--- src/shared/mrmba_pkg.sv ---
`default_nettype none
package mrmba_pkg;

  // ****************************************
  // Register offsets and layout
  // ****************************************
  localparam logic [7:0] OWN_ADDR_OFS = 8'h00;
  localparam logic [7:0] MODE_STS_OFS = 8'hb8;
  localparam logic [7:0] LINK_FAULT_OFS = 8'hb9;
  localparam int OVR_BIT = 0;
  localparam int ADDR_MSB = 7;
  localparam int ADDR_LSB = 1;
  localparam logic [6:0] OWN_ADDR_RST = 7'h00;
  localparam logic OVR_RST = 1'b0;
  localparam logic [7:0] GEN_RST = 8'h00;
  localparam logic [7:0] TALLY_MAX = 8'hff;
  localparam logic [3:0] BYTE_BITS = 4'h8;
  localparam int NUM_MAPPED = 47;

  // Offsets written into the storage bank; 0xb8 and 0xb9 read back the strap and the tally instead
  localparam logic [7:0] MAP_OFFSETS [NUM_MAPPED] = '{
    8'h65, 8'h66, 8'h67, 8'h68, 8'h69, 8'h6a, 8'h6b, 8'h6c,
    8'h6d, 8'h6e, 8'h6f, 8'h70, 8'h71, 8'h72, 8'h73, 8'h74,
    8'h75, 8'h76, 8'h77, 8'h78, 8'h79, 8'h7a, 8'h7b, 8'h7c,
    8'h7d, 8'h7e, 8'h7f, 8'h90, 8'h91, 8'h92, 8'h93, 8'h94,
    8'h95, 8'h96, 8'h97, 8'ha5, 8'hb0, 8'hb1, 8'hb2, 8'hb3,
    8'hb6, 8'hb8, 8'hb9, 8'hba, 8'hbe, 8'hd0, 8'hd2
  };

  // ****************************************
  // Serial target states
  // ****************************************
  typedef enum logic [6:0] {
    ST_IDLE  = 7'b0000001,
    ST_ADDR  = 7'b0000010,
    ST_ACK_A = 7'b0000100,
    ST_WDATA = 7'b0001000,
    ST_ACK_W = 7'b0010000,
    ST_RDATA = 7'b0100000,
    ST_RACK  = 7'b1000000
  } mrmba_state_e;

endpackage
`default_nettype wire

--- src/rtl/mrmba_top.sv ---
// Behaviour
// - Strap-loaded fields default to the strap levels after reset.
// - Hardware-updated fields change by logic; reads show the latest.
// - Register 0x00 bits 7:1 hold and read back the address in use.
// - With override clear the field is read-only and shows the strap.
// - With override set the field is writable and its address is used.
// - Register 0x00 sits at offset zero and resets to zero.
`timescale 1ns/1ns
`default_nettype none
module mrmba_top (
  input wire logic clock,
  input wire logic rst_b,
  input wire logic scl_in,
  input wire logic sda_in,
  output logic sda_out,
  output logic sda_oe_b,
  input wire logic [6:0] strap_addr,
  input wire logic [7:0] strap_mode,
  input wire logic link_fault_pulse,
  output logic [6:0] own_address,
  output logic override_active
);

  // ****************************************
  // Reset release
  // ****************************************
  logic rst_sync1_q;
  logic rst_sync2_q;
  logic rst_n;

  always_ff @(posedge clock or negedge rst_b)
  begin
    if (!rst_b)
    begin
      rst_sync1_q <= 1'b0;
      rst_sync2_q <= 1'b0;
    end
    else
    begin
      rst_sync1_q <= 1'b1;
      rst_sync2_q <= rst_sync1_q;
    end
  end

  assign rst_n = rst_sync2_q;

  // ****************************************
  // Decoding
  // ****************************************
  function automatic logic is_mapped(input logic [7:0] a);
    logic hit;
    hit = 1'b0;
    for (int i = 0; i < mrmba_pkg::NUM_MAPPED; i++)
    begin
      if (a == mrmba_pkg::MAP_OFFSETS[i])
        hit = 1'b1;
    end
    return hit;
  endfunction

  // ****************************************
  // Strap capture
  // ****************************************
  logic strap_done_q;
  logic [6:0] strap_addr_q;
  logic [7:0] mode_sts_q;

  // Sampled one edge after release, never inside the reset itself
  always_ff @(posedge clock or negedge rst_n)
  begin
    if (!rst_n)
    begin
      strap_done_q <= 1'b0;
      strap_addr_q <= mrmba_pkg::OWN_ADDR_RST;
      mode_sts_q <= mrmba_pkg::GEN_RST;
    end
    else if (!strap_done_q)
    begin
      strap_done_q <= 1'b1;
      strap_addr_q <= strap_addr;
      mode_sts_q <= strap_mode;
    end
  end

  // ****************************************
  // Pin sampling and bus events
  // ****************************************
  logic scl_q;
  logic sda_q;
  logic scl_rise;
  logic scl_fall;
  logic bus_start;
  logic bus_stop;

  always_ff @(posedge clock or negedge rst_n)
  begin
    if (!rst_n)
    begin
      scl_q <= 1'b1;
      sda_q <= 1'b1;
    end
    else
    begin
      scl_q <= scl_in;
      sda_q <= sda_in;
    end
  end

  assign scl_rise = scl_in && !scl_q;
  assign scl_fall = !scl_in && scl_q;
  assign bus_start = scl_in && scl_q && sda_q && !sda_in;
  assign bus_stop = scl_in && scl_q && !sda_q && sda_in;

  // ****************************************
  // Serial target
  // ****************************************
  mrmba_pkg::mrmba_state_e st_q;
  logic [3:0] bit_cnt_q;
  logic [7:0] shift_q;
  logic [7:0] tx_q;
  logic [7:0] ptr_q;
  logic first_q;
  logic rw_q;
  logic nack_q;
  logic drive_q;
  logic [6:0] eff_addr_q;
  logic [7:0] rd_data;
  logic wr_en;
  logic byte_end;

  assign byte_end = scl_fall && (bit_cnt_q == mrmba_pkg::BYTE_BITS);
  assign wr_en = (st_q == mrmba_pkg::ST_WDATA) && byte_end && !first_q;

  always_ff @(posedge clock or negedge rst_n)
  begin
    if (!rst_n)
    begin
      st_q <= mrmba_pkg::ST_IDLE;
      bit_cnt_q <= 4'h0;
      shift_q <= 8'h00;
      tx_q <= 8'h00;
      ptr_q <= 8'h00;
      first_q <= 1'b0;
      rw_q <= 1'b0;
      nack_q <= 1'b0;
      drive_q <= 1'b0;
    end
    else if (bus_start)
    begin
      // Repeated start is taken from any state
      st_q <= mrmba_pkg::ST_ADDR;
      bit_cnt_q <= 4'h0;
      drive_q <= 1'b0;
    end
    else if (bus_stop)
    begin
      st_q <= mrmba_pkg::ST_IDLE;
      drive_q <= 1'b0;
    end
    else
    begin
      case (st_q)
        mrmba_pkg::ST_ADDR:
        begin
          if (scl_rise)
          begin
            shift_q <= {shift_q[6:0], sda_in};
            bit_cnt_q <= bit_cnt_q + 4'h1;
          end
          else if (byte_end)
          begin
            if (shift_q[7:1] == eff_addr_q)
            begin
              st_q <= mrmba_pkg::ST_ACK_A;
              rw_q <= shift_q[0];
              drive_q <= 1'b1;
            end
            else
              st_q <= mrmba_pkg::ST_IDLE;
          end
        end
        mrmba_pkg::ST_ACK_A:
        begin
          if (scl_fall)
          begin
            bit_cnt_q <= 4'h0;
            if (rw_q)
            begin
              st_q <= mrmba_pkg::ST_RDATA;
              tx_q <= rd_data;
              drive_q <= !rd_data[7];
            end
            else
            begin
              st_q <= mrmba_pkg::ST_WDATA;
              first_q <= 1'b1;
              drive_q <= 1'b0;
            end
          end
        end
        mrmba_pkg::ST_WDATA:
        begin
          if (scl_rise)
          begin
            shift_q <= {shift_q[6:0], sda_in};
            bit_cnt_q <= bit_cnt_q + 4'h1;
          end
          else if (byte_end)
          begin
            // First byte after the address is the register pointer
            st_q <= mrmba_pkg::ST_ACK_W;
            drive_q <= 1'b1;
            first_q <= 1'b0;
            ptr_q <= first_q ? shift_q : ptr_q + 8'h01;
          end
        end
        mrmba_pkg::ST_ACK_W:
        begin
          if (scl_fall)
          begin
            st_q <= mrmba_pkg::ST_WDATA;
            bit_cnt_q <= 4'h0;
            drive_q <= 1'b0;
          end
        end
        mrmba_pkg::ST_RDATA:
        begin
          if (scl_rise)
            bit_cnt_q <= bit_cnt_q + 4'h1;
          else if (byte_end)
          begin
            st_q <= mrmba_pkg::ST_RACK;
            drive_q <= 1'b0;
            ptr_q <= ptr_q + 8'h01;
          end
          else if (scl_fall)
          begin
            tx_q <= {tx_q[6:0], 1'b0};
            drive_q <= !tx_q[6];
          end
        end
        mrmba_pkg::ST_RACK:
        begin
          if (scl_rise)
            nack_q <= sda_in;
          else if (scl_fall)
          begin
            bit_cnt_q <= 4'h0;
            if (nack_q)
              st_q <= mrmba_pkg::ST_IDLE;
            else
            begin
              st_q <= mrmba_pkg::ST_RDATA;
              tx_q <= rd_data;
              drive_q <= !rd_data[7];
            end
          end
        end
        default:
          st_q <= mrmba_pkg::ST_IDLE;
      endcase
    end
  end

  // Open drain: only ever pulls low
  assign sda_out = 1'b0;
  assign sda_oe_b = !drive_q;

  // ****************************************
  // Own address register
  // ****************************************
  logic override_q;
  logic [6:0] wr_addr_q;

  always_ff @(posedge clock or negedge rst_n)
  begin
    if (!rst_n)
    begin
      override_q <= mrmba_pkg::OVR_RST;
      wr_addr_q <= mrmba_pkg::OWN_ADDR_RST;
    end
    else if (wr_en && ptr_q == mrmba_pkg::OWN_ADDR_OFS)
    begin
      override_q <= shift_q[mrmba_pkg::OVR_BIT];
      // Field only accepts data while override is selected
      if (shift_q[mrmba_pkg::OVR_BIT])
        wr_addr_q <= shift_q[mrmba_pkg::ADDR_MSB:mrmba_pkg::ADDR_LSB];
    end
  end

  always_ff @(posedge clock or negedge rst_n)
  begin
    if (!rst_n)
      eff_addr_q <= mrmba_pkg::OWN_ADDR_RST;
    else if (override_q)
      eff_addr_q <= wr_addr_q;
    else
      eff_addr_q <= strap_addr_q;
  end

  assign own_address = eff_addr_q;
  assign override_active = override_q;

  // ****************************************
  // Hardware-updated tally
  // ****************************************
  logic [7:0] tally_q;

  // Hardware event wins over a host write in the same cycle
  always_ff @(posedge clock or negedge rst_n)
  begin
    if (!rst_n)
      tally_q <= mrmba_pkg::GEN_RST;
    else if (link_fault_pulse && tally_q != mrmba_pkg::TALLY_MAX)
      tally_q <= tally_q + 8'h01;
    else if (!link_fault_pulse && wr_en &&
             ptr_q == mrmba_pkg::LINK_FAULT_OFS)
      tally_q <= shift_q;
  end

  // ****************************************
  // Storage bank
  // ****************************************
  logic [7:0] mem_q [256];

  always_ff @(posedge clock or negedge rst_n)
  begin
    if (!rst_n)
    begin
      for (int i = 0; i < 256; i++)
        mem_q[i] <= mrmba_pkg::GEN_RST;
    end
    else if (wr_en && is_mapped(ptr_q))
      mem_q[ptr_q] <= shift_q;
  end

  always_comb
  begin
    if (ptr_q == mrmba_pkg::OWN_ADDR_OFS)
      rd_data = {eff_addr_q, override_q};
    else if (ptr_q == mrmba_pkg::MODE_STS_OFS)
      rd_data = mode_sts_q;
    else if (ptr_q == mrmba_pkg::LINK_FAULT_OFS)
      rd_data = tally_q;
    else if (is_mapped(ptr_q))
      rd_data = mem_q[ptr_q];
    else
      rd_data = 8'h00;
  end
endmodule // mrmba_top
`default_nettype wire

--- config.mk ---
export PLATFORM = sky130hd
export DESIGN_NAME = mrmba_top
export DESIGN_NICKNAME = d
export VERILOG_FILES = /design/src/shared/mrmba_pkg.sv /design/src/rtl/mrmba_top.sv
export SDC_FILE = /design/constraint.sdc
export NUM_CORES = 2
export LEC_CHECK = 0
export BUFFER_PORTS_ARGS = -buffer_cell sky130_fd_sc_hd__buf_2
export CORE_AREA = 2 2 349 351
export DETAILED_ROUTE_END_ITERATION = 10
export DIE_AREA = 0 0 351 353
export GPL_ROUTABILITY_DRIVEN = 0
export PLACE_DENSITY = 0.71
export SYNTH_ARGS = -nofsm -noshare
export SYNTH_HDL_FRONTEND = slang
export SYNTH_SLANG_ARGS = --single-unit
export TNS_END_PERCENT = 50
--- constraint.sdc ---
create_clock -name clock -period 49.9 [get_ports clock]
set_clock_uncertainty 0.15 [all_clocks]
set_input_delay 9.98 -clock clock [delete_from_list [all_inputs] [get_ports clock]]
set_output_delay 9.98 -clock clock [all_outputs]
set_load 0.005 [all_outputs]
==> summary.md <==
| Metric | Value |
|---|---|
| Status | `complete, no violations` |
| Number of clock sinks | `between 1000 and 1500` |
| Mean Syn Cell Area | `14.3 um^2` |
| PwrDens | `36.9 mW/mm^2` |
| Worst skew pair latency | `0.75 ns` |
| Drt pass-1 iters | `8` |
| Vias in the first global route | `31243` |
| Area delta synth->final | `5.69%` |
| Vias | `28737` |
| Worst Tran Pin Value | `about 1.3 ns` |
| Dpl hpwl | `77.8 mm` |
| Final slew viol count | `0` |
| Vias/cell | `5.68` |
| Delay-heaviest family, CP | `simple AND/OR/NAND/NOR gates` |
| Commonest non-fill, non-tap cell in the layout | `dfrtp_1` |
| Critical Path RT | `just over 50 ns` |
| Core box area | `0.121 mm^2` |
| Synth top area share | `60.9%` |
| Share of cells above drive strength 1 | `36.8%` |
| Minimum clock period | `about 13 ns` |
| Worst Setup SP | `scl_in` |
| Critical path type | `input pin to flip-flop` |
| Cells after synthesis | `~4200` |
| RSZ-0062 raised after global routing | `no` |
| FP Rows | `roughly 130` |
| Top_reg_cell synth | `dfrtp_1` |
| Worst-path cell chain | `buf_2, nand2b_1, or3_1, or3_1, a31oi_2, buf_4, nand2_4, nor2_2, mux2_2` |
| Setup bufs post-CTS | `0` |
| Layout Nets | `3354` |
| CP max FO | `12` |
| Number of remaining DRC errors | `0` |
| Die Y | `353 um` |
| Worst VDD drop | `0.0350 mV` |
| # fillers | `9395` |
| Most frequent cells in the layout | `dfrtp_1 (1441), mux2_2 (479), mux4_2 (361)` |
| Final hold vios | `0` |
| Final Cycle Share | `25.5%` |
| Total Routing Usage GR | `20.9%` |
| Port bufs | `28` |
| Hold wc startpoint | `rst_sync1_q$_DFF_PN0_` |
| Synth area leaders | `dfrtp_1 (61%), mux4_2 (14%), mux2_2 (9.0%)` |
| Sequential-to-total area share from yosys stat | `61.0%` |
| TNS Setup | `0 ns` |
| Initial antenna violation count | `0` |
| CP Launch Type | `input pin` |
| Max incr delay on CP | `between 0.5 and 0.6 ns` |
| Register area | `0.0365 mm^2` |
| #FFs+latches synth | `1457` |
| CTS Buf Count | `145` |
| Remaining Overflow, GRT | `0` |
| Largest net degree at the start of global routing | `186` |
| Most common cell on crit path | `or3_1` |
| H-tree depth | `4` |
| Max frequency | `about 0.079 GHz` |
| Worst EP arrival | `13.18 ns` |
| Dominant cell type by area after synthesis | `dfrtp_1` |
| Clock buffer depth | `3` |
| Die Width | `351 um` |
| Multi-input gate area | `0.0190 mm^2` |
| Mapped cell area | `0.0598 mm^2` |
| WP buf/inv | `2` |
| Final setup vio count | `0` |
| Die area | `between 0.1 and 0.15 mm^2` |
| Post-route ant nets | `0` |
| R2R Path Start | `ptr_q[1]$_DFFE_PN0P_` |
| Type of the worst min-delay path | `flip-flop to flip-flop` |
| Yosys warning total | `0` |
| First-pass GRT wire length | `just under 200 mm` |
| Leak pwr | `between 20 and 30 nW` |
| Total power | `2.33 mW` |
| # hold bufs at CTS | `0` |
| Starting density of the core | `49.6%` |
| Final WL | `126 mm` |
| Relative slew slack | `15.6%` |
| Post-cts resize count | `0` |
| WL/cell | `about 25 um` |
| Kind of end point of the critical path | `flip-flop` |
| Post-synth EDFFs | `0` |
| Post-synth ARST share | `100%` |
| TritonCTS clock tree | `done` |
| Crit-path slowest cell | `nor2_2` |
| Core Util, Final | `52.4%` |
| Starting DRC count in detailed routing | `around 2700` |
| Clock Pin Slew Worst Setup and Hold Paths | `roughly 0.06 ns` |
| Max cap viols | `0` |
| Clock Root Buffer | `clkbuf_16` |
| IO Pins | `30` |
| Netlist cell types | `90` |
==> sequential cells by signal, summed over array words and instances (netlist names), 4 cells and up <==
signal,flops
mem_q,1376
mode_sts_q,8
ptr_q,8
shift_q,8
tally_q,8
own_address,7
st_q,7
strap_addr_q,7
tx_q,7
wr_addr_q,7
bit_cnt_q,4
==> logic make-up after synthesis <==
kind of cell             synth area share, %
AO/OA/AOI/OAI                           3.15
XOR/XNOR                               0.161
adder cells (fa/ha/maj)                0.146
buffers and inverters                   7.24
flip-flops                              61.0
multiplexers                            24.2
other                                 0.0126
AND/OR/NAND/NOR                         4.11
==> worst paths after layout <==
kind | slack, ns | end | depth (start not counted)
max in group asynchronous | 40.61 | rst_n$_DFF_PN0_ | 1
hold / removal | 0.20 | rst_n$_DFF_PN0_ | 0
setup reg to reg | 43.26 | drive_q$_DFFE_PN0P_ | 11
hold reg to reg | 0.20 | rst_n$_DFF_PN0_ | 0
min in group asynchronous | 0.26 | mem_q[702]$_DFFE_PN0P_ | 0
setup / recovery | 37.18 | mem_q[1157]$_DFFE_PN0P_ | 9
==> metal layers <==
metal	global-route usage (%)	vias up	wire, um
met1	30.9	15184	56100
met5	0	-	0
met2	30.9	872	57500
met4	7.33	0	4030
met3	4.48	220	7950
li1	-	12461	-
==> power by group <==
| group | switching, mW | internal (mW) | total, mW |
|---|---|---|---|
| sequential | 0.00660 | 1.19 | 1.19 |
| clock | 0.456 | 0.652 | 1.11 |
| combinational | 0.0265 | 0.00641 | 0.0329 |
| total | 0.489 | 1.84 | 2.33 |
==> synthesized netlist by cell type (all sizes together), types with 4 or more instances <==
master and count:
dfrtp 1454, clkbuf 1032, mux2 523, mux4 361
nand2 126, nor2 102, buf 78, a22oi 50
a21oi 44, nand3 43, mux2i 42, o21ai 41
nor3 23, inv 19, nand4 17, a31oi 16
o22ai 15, nor2b 14, a221oi 13, and2 12
and3 12, a2111oi 10, o211ai 10, a211oi 7
ha 7, nand2b 6, o31ai 6, xor2 6
nor4 5, o2111ai 5, o221ai 5, o311ai 5
xnor2 5, a221o 4, a22o 4, a31o 4
a41oi 4, nand4b 4, or3 4
==> per-stage QoR <==
stage	instances	worst slack [ns]	hold slack, ns	cell area, um^2
5_1_grt	5061	37.11	0.206	63200
4_1_cts	5061	37.30	0.200	63200
6_report	5062	37.18	0.198	63200
3_5_place_dp	4805	36.52	0.186	58300
3_3_place_gp	4805	36.58	0.187	58300
2_1_floorplan	4196	6.13	0.181	59800
==> layout make-up <==
type / count / area share (%)
Antenna cell: 1 / 0.00396
Clock buffer: 209 / 6.78
Clock inverter: 47 / 0.954
Inverter: 22 / 0.135
Multi-Input combinational cell: 1607 / 30.1
Sequential cell: 1457 / 57.8
Tap cell: 1625 / 3.22
Timing Repair Buffer: 94 / 1.05
Power figures use the tool's default switching activity.
